[src/pkg/hspg_pkg.sv]
package hspg_pkg;

    // ********************************************************
    // timing
    // ********************************************************
    localparam int CLK_PERIOD_NS = 100;
    localparam int DEBOUNCE_NS = 16300;
    localparam int RELEASE_NS = 1630000;
    // least times: round up to whole cycles
    localparam int DEBOUNCE_CYCLES =
        (DEBOUNCE_NS + CLK_PERIOD_NS - 1) / CLK_PERIOD_NS;
    localparam int RELEASE_CYCLES =
        (RELEASE_NS + CLK_PERIOD_NS - 1) / CLK_PERIOD_NS;
    localparam int CNT_W = 14;

    // ********************************************************
    // register indices (byte address is four times the index)
    // ********************************************************
    localparam logic [7:0] IDX_STATUS = 8'h70;
    localparam logic [7:0] IDX_DRV_PROTECT = 8'h76;
    localparam logic [7:0] IDX_FE_CFG = 8'h77;
    localparam logic [7:0] IDX_GAIN = 8'h7e;

    localparam logic [15:0] RST_DRV_PROTECT = 16'h0000;
    localparam logic [15:0] RST_FE_CFG = 16'h0000;
    localparam logic [15:0] RST_GAIN = 16'h0000;

    // ********************************************************
    // driver_protect_control fields
    // ********************************************************
    localparam int CLR_EVENT_BIT = 15;
    localparam int CHARGE_EN_BIT = 14;
    localparam int REL_TIMER_BIT = 13;
    localparam int AUTO_SEL_BIT = 12;
    localparam int LIMIT_LSB = 10;
    localparam int PBIAS_LSB = 8;
    localparam int NBIAS_LSB = 6;
    // clear bit is self-clearing and never stored
    localparam logic [15:0] DRV_WMASK = 16'h7fc0;

    // ********************************************************
    // frontend_amp_config fields
    // ********************************************************
    localparam int VREF_CHG_LSB = 14;
    localparam int CM_LOCK_LSB = 12;
    localparam int LOOP_TRIM_BIT = 11;
    localparam int TRIM_CODE_LSB = 8;
    localparam int LEFT_MODE_LSB = 4;
    localparam int RIGHT_MODE_LSB = 0;
    localparam int MODE_NOFUNC_BIT = 2;

    // ********************************************************
    // input_amp_gain fields
    // ********************************************************
    localparam int GAIN_W = 6;
    localparam int LEFT_GAIN_LSB = 0;
    localparam int RIGHT_GAIN_LSB = 8;
    localparam logic [5:0] GAIN_MAX = 6'h25;

    // status fields
    localparam int ST_FLAG_BIT = 0;
    localparam int ST_IRQ_BIT = 1;
    localparam int ST_SHORT_BIT = 2;

    localparam logic [1:0] HTRANS_NONSEQ = 2'h2;

    typedef enum logic [3:0] {
        PS_IDLE = 4'h1,
        PS_DEBOUNCE = 4'h2,
        PS_TRIPPED = 4'h4,
        PS_RELEASE = 4'h8
    } hspg_prot_type;

    typedef struct packed {
        logic [1:0] short_current_limit;
        logic [1:0] p_driver_bias_adj;
        logic [1:0] n_driver_bias_adj;
        logic [1:0] input_vref_charge;
        logic [1:0] cm_lock_adj;
        logic loop_current_trim;
        logic [2:0] current_trim_code;
        logic [3:0] left_frontend_mode;
        logic [3:0] right_frontend_mode;
        logic [5:0] left_input_gain;
        logic [5:0] right_input_gain;
    } hspg_analog_cfg_type;

    typedef struct packed {
        logic sel;
        logic [31:0] addr;
        logic [1:0] trans;
        logic write;
        logic [2:0] size;
        logic ready;
    } hspg_ahb_req_type;

endpackage

[src/hspg_top.sv]
// What this block does
// mode 0: short held 16.3 us shuts driver down and raises the interrupt.
// release timer off: shutdown flag clears only after interrupt is cleared.
// release timer on: flag clears 1630 us after the short goes away.
// host software clears the interrupt; hardware never clears it itself.
// mode 1: short powers driver down at once, no debounce, no interrupt.
// two-bit current limit field, 00 = 115 mA at reset, 11 = 155 mA.
// two-bit P and N driver bias fields, 00 normal at reset, 11 lower.
// input charge bits act only with charge enable; bit0 pos, bit1 neg.
// four-bit mode fields per side; bit 2 no function; reset zero.
// left gain in 1 dB steps, 0x00 = -1 dB at reset, 0x25 = 36 dB.
// lock adjust, loop trim and trim code reset to zero.
// release timer enable selects timer release, reset disabled.
// writing 1 to the clear bit resets the interrupt; reads back 0.
// right gain coded like left, reset 0x00, top 0x25.
// debounce and release counters restart when the short toggles.
// shutdown flag holds driver off while set and is readable.
//
// The implementer's own choice: the AHB-Lite register port.
`timescale 1ns/1ps
`default_nettype none

module hspg_top #(
    parameter int RELEASE_CYCLES = hspg_pkg::RELEASE_CYCLES
) (
    ref_clk,
    rst_n,
    hsel,
    haddr,
    htrans,
    hwrite,
    hsize,
    hwdata,
    hready,
    hreadyout,
    hrdata,
    hresp,
    short_detect,
    hs_driver_shutdown,
    irq,
    emergency_shutdown_flag,
    analog_cfg
);
    input wire logic ref_clk;
    input wire logic rst_n;
    input wire logic hsel;
    input wire logic [31:0] haddr;
    input wire logic [1:0] htrans;
    input wire logic hwrite;
    input wire logic [2:0] hsize;
    input wire logic [31:0] hwdata;
    input wire logic hready;
    output logic hreadyout;
    output logic [31:0] hrdata;
    output logic hresp;
    input wire logic short_detect;
    output logic hs_driver_shutdown;
    output logic irq;
    output logic emergency_shutdown_flag;
    output hspg_pkg::hspg_analog_cfg_type analog_cfg;

    localparam logic [hspg_pkg::CNT_W-1:0] DEB_LAST =
        hspg_pkg::CNT_W'(hspg_pkg::DEBOUNCE_CYCLES - 1);
    localparam logic [hspg_pkg::CNT_W-1:0] REL_LAST =
        hspg_pkg::CNT_W'(RELEASE_CYCLES - 1);
    localparam logic [hspg_pkg::CNT_W-1:0] CNT_ONE =
        hspg_pkg::CNT_W'(1);

    typedef struct packed {
        logic [15:0] drv_ctl;
        logic [15:0] fe_cfg;
        logic [15:0] gain;
        hspg_pkg::hspg_prot_type pstate;
        logic [hspg_pkg::CNT_W-1:0] cnt;
        logic irq;
        logic clr_pulse;
        logic wr_pend;
        logic [7:0] wr_idx;
        logic [31:0] rdata;
    } hspg_state_type;

    hspg_state_type st_reg;
    hspg_state_type st_next;
    hspg_pkg::hspg_ahb_req_type req;
    logic short_now;

    // ********************************************************
    // short input synchroniser
    // ********************************************************
    hspg_sync u_sync (
        .ref_clk(ref_clk),
        .rst_n(rst_n),
        .pin_in(short_detect),
        .level_out(short_now)
    );

    assign req = '{sel: hsel, addr: haddr, trans: htrans, write: hwrite,
                   size: hsize, ready: hready};

    // ********************************************************
    // helpers
    // ********************************************************
    function automatic logic [5:0] clamp_gain(input logic [5:0] g);
        // codes above the top step saturate rather than alias
        return (g > hspg_pkg::GAIN_MAX) ? hspg_pkg::GAIN_MAX : g;
    endfunction

    function automatic logic mapped(input logic [7:0] idx);
        return idx == hspg_pkg::IDX_STATUS ||
               idx == hspg_pkg::IDX_DRV_PROTECT ||
               idx == hspg_pkg::IDX_FE_CFG ||
               idx == hspg_pkg::IDX_GAIN;
    endfunction

    // ********************************************************
    // next state
    // ********************************************************
    always_comb begin
        logic auto_sel;
        logic timer_en;
        logic addr_ok;
        logic [7:0] idx;
        logic [15:0] rd16;
        logic [5:0] gl;
        logic [5:0] gr;
        auto_sel = 1'b0;
        timer_en = 1'b0;
        addr_ok = 1'b0;
        idx = 8'h00;
        rd16 = 16'h0000;
        gl = 6'h00;
        gr = 6'h00;
        st_next = st_reg;
        st_next.clr_pulse = 1'b0;
        st_next.wr_pend = 1'b0;

        // write data phase
        if (st_reg.wr_pend) begin
            case (st_reg.wr_idx)
                hspg_pkg::IDX_DRV_PROTECT: begin
                    st_next.drv_ctl = hwdata[15:0] & hspg_pkg::DRV_WMASK;
                    st_next.clr_pulse =
                        hwdata[hspg_pkg::CLR_EVENT_BIT];
                end
                hspg_pkg::IDX_FE_CFG: begin
                    st_next.fe_cfg = hwdata[15:0];
                end
                hspg_pkg::IDX_GAIN: begin
                    gl = clamp_gain(hwdata[hspg_pkg::LEFT_GAIN_LSB +:
                                           hspg_pkg::GAIN_W]);
                    gr = clamp_gain(hwdata[hspg_pkg::RIGHT_GAIN_LSB +:
                                           hspg_pkg::GAIN_W]);
                    st_next.gain = 16'h0000;
                    st_next.gain[hspg_pkg::LEFT_GAIN_LSB +:
                                 hspg_pkg::GAIN_W] = gl;
                    st_next.gain[hspg_pkg::RIGHT_GAIN_LSB +:
                                 hspg_pkg::GAIN_W] = gr;
                end
                default: begin
                    st_next.wr_idx = st_reg.wr_idx;
                end
            endcase
        end

        auto_sel = st_reg.drv_ctl[hspg_pkg::AUTO_SEL_BIT];
        timer_en = st_reg.drv_ctl[hspg_pkg::REL_TIMER_BIT];

        // clear pulse first, so a trip in the same cycle wins
        if (st_reg.clr_pulse) begin
            st_next.irq = 1'b0;
        end

        // protection state machine
        case (st_reg.pstate)
            hspg_pkg::PS_IDLE: begin
                st_next.cnt = '0;
                if (short_now && !auto_sel) begin
                    st_next.pstate = hspg_pkg::PS_DEBOUNCE;
                end
            end
            hspg_pkg::PS_DEBOUNCE: begin
                if (!short_now || auto_sel) begin
                    // short went away early: start over
                    st_next.pstate = hspg_pkg::PS_IDLE;
                    st_next.cnt = '0;
                end else if (st_reg.cnt == DEB_LAST) begin
                    st_next.pstate = hspg_pkg::PS_TRIPPED;
                    st_next.irq = 1'b1;
                    st_next.cnt = '0;
                end else begin
                    st_next.cnt = st_reg.cnt + CNT_ONE;
                end
            end
            hspg_pkg::PS_TRIPPED: begin
                st_next.cnt = '0;
                if (timer_en) begin
                    if (!short_now) begin
                        st_next.pstate = hspg_pkg::PS_RELEASE;
                    end
                end else if (!st_reg.irq) begin
                    // interrupt only ever cleared by software
                    st_next.pstate = hspg_pkg::PS_IDLE;
                end
            end
            hspg_pkg::PS_RELEASE: begin
                if (!timer_en) begin
                    st_next.pstate = hspg_pkg::PS_TRIPPED;
                    st_next.cnt = '0;
                end else if (short_now) begin
                    st_next.pstate = hspg_pkg::PS_TRIPPED;
                    st_next.cnt = '0;
                end else if (st_reg.cnt == REL_LAST) begin
                    // interrupt left alone on release
                    st_next.pstate = hspg_pkg::PS_IDLE;
                    st_next.cnt = '0;
                end else begin
                    st_next.cnt = st_reg.cnt + CNT_ONE;
                end
            end
            default: begin
                st_next.pstate = hspg_pkg::PS_IDLE;
                st_next.cnt = '0;
            end
        endcase

        // address phase
        idx = req.addr[9:2];
        addr_ok = (req.addr[31:10] == 22'h00_0000) &&
                  (req.addr[1:0] == 2'b00) && mapped(idx);
        if (req.sel && req.ready && req.trans == hspg_pkg::HTRANS_NONSEQ) begin
            if (req.write) begin
                st_next.wr_pend = addr_ok;
                st_next.wr_idx = idx;
            end else begin
                // read sees a write finishing in this same cycle
                case (idx)
                    hspg_pkg::IDX_STATUS: begin
                        rd16[hspg_pkg::ST_FLAG_BIT] =
                            st_reg.pstate == hspg_pkg::PS_TRIPPED ||
                            st_reg.pstate == hspg_pkg::PS_RELEASE;
                        rd16[hspg_pkg::ST_IRQ_BIT] = st_reg.irq;
                        rd16[hspg_pkg::ST_SHORT_BIT] = short_now;
                    end
                    hspg_pkg::IDX_DRV_PROTECT: rd16 = st_next.drv_ctl;
                    hspg_pkg::IDX_FE_CFG: rd16 = st_next.fe_cfg;
                    hspg_pkg::IDX_GAIN: rd16 = st_next.gain;
                    default: rd16 = 16'h0000;
                endcase
                if (!addr_ok) begin
                    rd16 = 16'h0000;
                end
                st_next.rdata = {16'h0000, rd16};
            end
        end
    end

    always_ff @(posedge ref_clk) begin
        if (!rst_n) begin
            st_reg.drv_ctl <= hspg_pkg::RST_DRV_PROTECT;
            st_reg.fe_cfg <= hspg_pkg::RST_FE_CFG;
            st_reg.gain <= hspg_pkg::RST_GAIN;
            st_reg.pstate <= hspg_pkg::PS_IDLE;
            st_reg.cnt <= '0;
            st_reg.irq <= 1'b0;
            st_reg.clr_pulse <= 1'b0;
            st_reg.wr_pend <= 1'b0;
            st_reg.wr_idx <= 8'h00;
            st_reg.rdata <= 32'h0000_0000;
        end else begin
            st_reg <= st_next;
        end
    end

    // ********************************************************
    // outputs
    // ********************************************************
    assign hreadyout = 1'b1;
    assign hresp = 1'b0;
    assign hrdata = st_reg.rdata;
    assign irq = st_reg.irq;
    assign emergency_shutdown_flag =
        st_reg.pstate == hspg_pkg::PS_TRIPPED ||
        st_reg.pstate == hspg_pkg::PS_RELEASE;
    // mode 1 follows the synchronised short with no debounce
    assign hs_driver_shutdown = emergency_shutdown_flag ||
        (st_reg.drv_ctl[hspg_pkg::AUTO_SEL_BIT] && short_now);

    always_comb begin
        analog_cfg.short_current_limit =
            st_reg.drv_ctl[hspg_pkg::LIMIT_LSB +: 2];
        analog_cfg.p_driver_bias_adj =
            st_reg.drv_ctl[hspg_pkg::PBIAS_LSB +: 2];
        analog_cfg.n_driver_bias_adj =
            st_reg.drv_ctl[hspg_pkg::NBIAS_LSB +: 2];
        analog_cfg.input_vref_charge =
            st_reg.drv_ctl[hspg_pkg::CHARGE_EN_BIT] ?
            st_reg.fe_cfg[hspg_pkg::VREF_CHG_LSB +: 2] : 2'b00;
        analog_cfg.cm_lock_adj =
            st_reg.fe_cfg[hspg_pkg::CM_LOCK_LSB +: 2];
        analog_cfg.loop_current_trim =
            st_reg.fe_cfg[hspg_pkg::LOOP_TRIM_BIT];
        analog_cfg.current_trim_code =
            st_reg.fe_cfg[hspg_pkg::TRIM_CODE_LSB +: 3];
        analog_cfg.left_frontend_mode =
            st_reg.fe_cfg[hspg_pkg::LEFT_MODE_LSB +: 4];
        analog_cfg.right_frontend_mode =
            st_reg.fe_cfg[hspg_pkg::RIGHT_MODE_LSB +: 4];
        // unused mode bit held low at the analog side
        analog_cfg.left_frontend_mode[hspg_pkg::MODE_NOFUNC_BIT] =
            1'b0;
        analog_cfg.right_frontend_mode[hspg_pkg::MODE_NOFUNC_BIT] =
            1'b0;
        analog_cfg.left_input_gain =
            st_reg.gain[hspg_pkg::LEFT_GAIN_LSB +: hspg_pkg::GAIN_W];
        analog_cfg.right_input_gain =
            st_reg.gain[hspg_pkg::RIGHT_GAIN_LSB +: hspg_pkg::GAIN_W];
    end

endmodule

`default_nettype wire

[src/hspg_sync.sv]
`timescale 1ns/1ps
`default_nettype none

module hspg_sync (
    ref_clk,
    rst_n,
    pin_in,
    level_out
);
    input wire logic ref_clk;
    input wire logic rst_n;
    input wire logic pin_in;
    output logic level_out;

    typedef struct packed {
        logic s1;
        logic s2;
        logic s3;
        logic level;
    } hspg_sync_state_type;

    hspg_sync_state_type st_reg;
    hspg_sync_state_type st_next;

    // s1 feeds only s2; a change counts once s2 and s3 agree
    always_comb begin
        st_next = st_reg;
        st_next.s1 = pin_in;
        st_next.s2 = st_reg.s1;
        st_next.s3 = st_reg.s2;
        if (st_reg.s2 == st_reg.s3) begin
            st_next.level = st_reg.s3;
        end
    end

    always_ff @(posedge ref_clk) begin
        if (!rst_n) begin
            st_reg <= '0;
        end else begin
            st_reg <= st_next;
        end
    end

    assign level_out = st_reg.level;

endmodule

`default_nettype wire

[config.mk]
export PLATFORM = sky130hd
export DESIGN_NAME = hspg_top
export DESIGN_NICKNAME = d
export VERILOG_FILES = /design/src/pkg/hspg_pkg.sv /design/src/hspg_top.sv /design/src/hspg_sync.sv
export SDC_FILE = /design/constraint.sdc
export NUM_CORES = 1
export LEC_CHECK = 0
export ABC_AREA = 1
export BUFFER_PORTS_ARGS = -buffer_cell sky130_fd_sc_hd__buf_2
export CELL_PAD_IN_SITES_DETAIL_PLACEMENT = 0
export CELL_PAD_IN_SITES_GLOBAL_PLACEMENT = 1
export CORE_MARGIN = 2
export CORE_UTILIZATION = 33
export CTS_CLUSTER_SIZE = 12
export DETAILED_ROUTE_END_ITERATION = 7
export PLACE_DENSITY_LB_ADDON = 0.1
export SLEW_MARGIN = 30
export SYNTH_ARGS = -nofsm -noshare
export SYNTH_HDL_FRONTEND = slang
export SYNTH_SLANG_ARGS = --single-unit
[constraint.sdc]
create_clock -name ref_clk -period 1.7 [get_ports ref_clk]
set_clock_uncertainty 0.2 [all_clocks]
set_input_delay 0.085 -clock ref_clk [delete_from_list [all_inputs] [get_ports ref_clk]]
set_output_delay 0.085 -clock ref_clk [all_outputs]
set_load 0.02 [all_outputs]
==> flow_summary.toml <==
[floorplanning]
core_area_mm2 = 0.0159
core.rowCount = 46
pin_count = 146
die_w_um = 132
initial_core_util_pct = 34.0
die_h_um = 132
dieArea_mm2 = 0.0175

[sta]
finalHoldViolCount = 0
report.final.setup_viol = 0
rsz0062_at_grt = "yes"
min_period_ns = 1.68
fmax_mhz = 596
drv_slew = 0
period_share_pct = 98.8

[synthesis]
synthTopCellsByCount = "220 x nand2_1, 97 x dfxtp_1, 88 x nor2_1"
ys_ff_latch = 97
synth_area_mm2 = 0.00542
ys.flop_type = "dfxtp_1"
synth_area_leaders = "dfxtp_1 36%, nand2_1 15%, buf_4 9.3%"
synth_cell_type_count = 37
async_reset_ff_share_pct = 0
synth_edf_count = 0
seq_area_frac_synth_pct = 35.9
syn_avg_cell_area_um2 = 6.93
syn_inst = 782
synth_top_area_share_pct = 35.9
yosysWarningCount = 0
yosysTopAreaCell = "dfxtp_1"
yosysMostFrequentCell = "nand2_1"

[layout]
nets = 1018
largest_reg_flops = 46
regArea_mm2 = 0.00197
n_antenna_cell = 0
syn_to_final_growth_pct = 39.9
utilization_pct = 47.5
design_area_mm2 = 0.00758
layout-drive-gt1-share_pct = 36.1
fillCellCount = 1661
multi_input_comb_area_mm2 = 0.00295

[power_and_ir_drop]
power_density_mw_per_mm2 = 671
p_total_uw = 5090
vdd_drop_max_v = 0.000537
power_leakage_uw = 0.00339

[route]
drtAntennaViolNets = 0
drtIter0Drc = 258
routed_wl_um = 16000
drtPass1Iterations = 4
drcViolationCount = 0
vias = 5255
wl_per_cell_um = 13.8
viasPerCell = 4.53

[worst_setup_path]
critPathRequiredTime_ns = 1.78
criticalPathCategory = "flop to flop"
cp_data_arrival_time_ns = 1.76
path_max_fanout = 6
end_kind = "flop"
start_kind = "flop"

[placed_design]
port-buffer-count = 106
dp_hpwl_um = 10900
gp_congestion = 0.828
place_area_mm2 = 0.00623

[clocking]
htreeDepth = 3
cts_buffers = 9
clk_path_buf_depth = 2
cts_tree = "yes"
clkLatencyLatePin_ns = 0.34
root_buffer = "clkbuf_16"
clk_pin_slew_ns = 0.07
cts.sinks = 97

[global_route]
grt_pass1_vias = 5154
grt.overflow.total = 0
antenna_found_initial = 0
grt_max_degree = 72
grt_usage_pct = 18.3
grt_pass1_wl_um = 25500

[hold_path]
hold_class = "input pin to flop"

[flow_run]
cap_violations = 0

[run_status]
status = "complete, no violations"
metrics by stage:
stage               hold slack [ns]  cells  setup TNS, ns  setup slack, ns
finish                       0.0480   1161              0           0.0212
global route                 0.0716   1161         -0.955          -0.0782
CTS                          0.0194   1164         -0.202          -0.0267
detailed placement           0.0724   1096         -0.283          -0.0626
global placement             0.0648   1096       -0.00568         -0.00568
floorplan                   -0.0174    800              0           0.0555
layout make-up:
cell class	instances	share of cell area, %
Timing Repair Buffer	221	24.1
Clock buffer	13	3.43
Sequential cell	97	26.0
Multi-Input combinational cell	536	38.9
Clock inverter	2	0.182
Inverter	76	3.80
Tap cell	216	3.57
final timing paths:
kind	startpoint	endpoint	slack (ns)	cells after the start
max	st_reg[33]$_SDFFE_PN0P_	hrdata[14]$_SDFFE_PN0P_	0.02	10
max reg2reg	st_reg[33]$_SDFFE_PN0P_	hrdata[14]$_SDFFE_PN0P_	0.02	10
min reg2reg	u_sync.st_next[2]$_SDFF_PN0_	u_sync.st_next[1]$_SDFF_PN0_	0.22	2
min	htrans[0]	hrdata[1]$_SDFFE_PN0P_	0.05	6
metal layers:
metal | track usage (%) | wire length (um)
met3 | 3.00 | 769
met5 | 0 | 0
met2 | 32.2 | 7960
met4 | 5.25 | 73
met1 | 22.9 | 7230
cell families after synthesis:
group / after synthesis / share of synthesized area [%]
adder cells (fa/ha/maj): 2 / 0.462
other: 2 / 0.139
XOR/XNOR: 7 / 1.13
AO/OA/AOI/OAI: 57 / 6.38
buffers and inverters: 168 / 17.5
flip-flops: 97 / 35.9
AND/OR/NAND/NOR: 449 / 38.5
report_power, final:
group / total, uW / leakage [uW] / switching (uW) / internal (uW)
Clock: 1940 / 0.000136 / 876 / 1070
Combinational: 765 / 0.00246 / 455 / 310
Sequential: 2380 / 0.000790 / 58.5 / 2320
Total: 5090 / 0.00339 / 1390 / 3700
worst max-delay path, cell delays in order, from the launching register on:
cell	delay (ns)
dfxtp_2	0.35
nand2_2	0.07
nor2_4	0.14
buf_6	0.13
nand3_4	0.09
bufbuf_16	0.29
nand2_1	0.07
nand3_1	0.06
nand3_1	0.07
nand2_1	0.06
a21oi_2	0.10
cells in the final DEF, fill, tap and decap left out, types with 2 or more instances in the layout:
| cell type | netlist | layout |
|---|---|---|
| a21oi_1 | 32 | 30 |
| o21ai_0 | 6 | 6 |
| inv_2 | 6 | 11 |
| nand3_2 | 12 | 28 |
| dlymetal6s4s_1 | 0 | 4 |
| nor2_4 | 5 | 12 |
| nor3_2 | 2 | 3 |
| nor3b_2 | 2 | 3 |
| conb_1 | 2 | 20 |
| nand2_4 | 1 | 4 |
| nor3_1 | 8 | 4 |
| nand3_4 | 2 | 3 |
| nor2_2 | 8 | 12 |
| buf_4 | 67 | 57 |
| buf_12 | 0 | 15 |
| nor3_4 | 0 | 3 |
| a21oi_2 | 14 | 16 |
| dlygate4sd3_1 | 0 | 36 |
| dfxtp_2 | 0 | 11 |
| clkbuf_8 | 0 | 2 |
| nand3b_1 | 3 | 3 |
| inv_1 | 69 | 63 |
| nand4_1 | 13 | 13 |
| nor2_1 | 88 | 77 |
| nand2_2 | 8 | 28 |
| clkbuf_16 | 0 | 10 |
| nand2_1 | 220 | 196 |
| buf_6 | 8 | 10 |
| nand3_1 | 73 | 56 |
| clkbuf_1 | 9 | 2 |
| buf_2 | 6 | 95 |
| o22ai_1 | 2 | 2 |
| dfxtp_1 | 97 | 82 |
| ha_4 | 0 | 2 |
| nand2_8 | 0 | 2 |
| dfxtp_4 | 0 | 4 |
| xor2_1 | 6 | 6 |
repair_timing:
item | CTS | global route
pin swaps | 11 | 42
cloned | 4 | 1
hold buffers | 40 | 0
buffers inserted | 9 | 8
endpoints found under the setup margin | 16 | 51
gates resized for setup | 22 | 105
endpoints found under the hold margin | 38 | 0
Note: power is estimated with default switching activity, not from simulation.
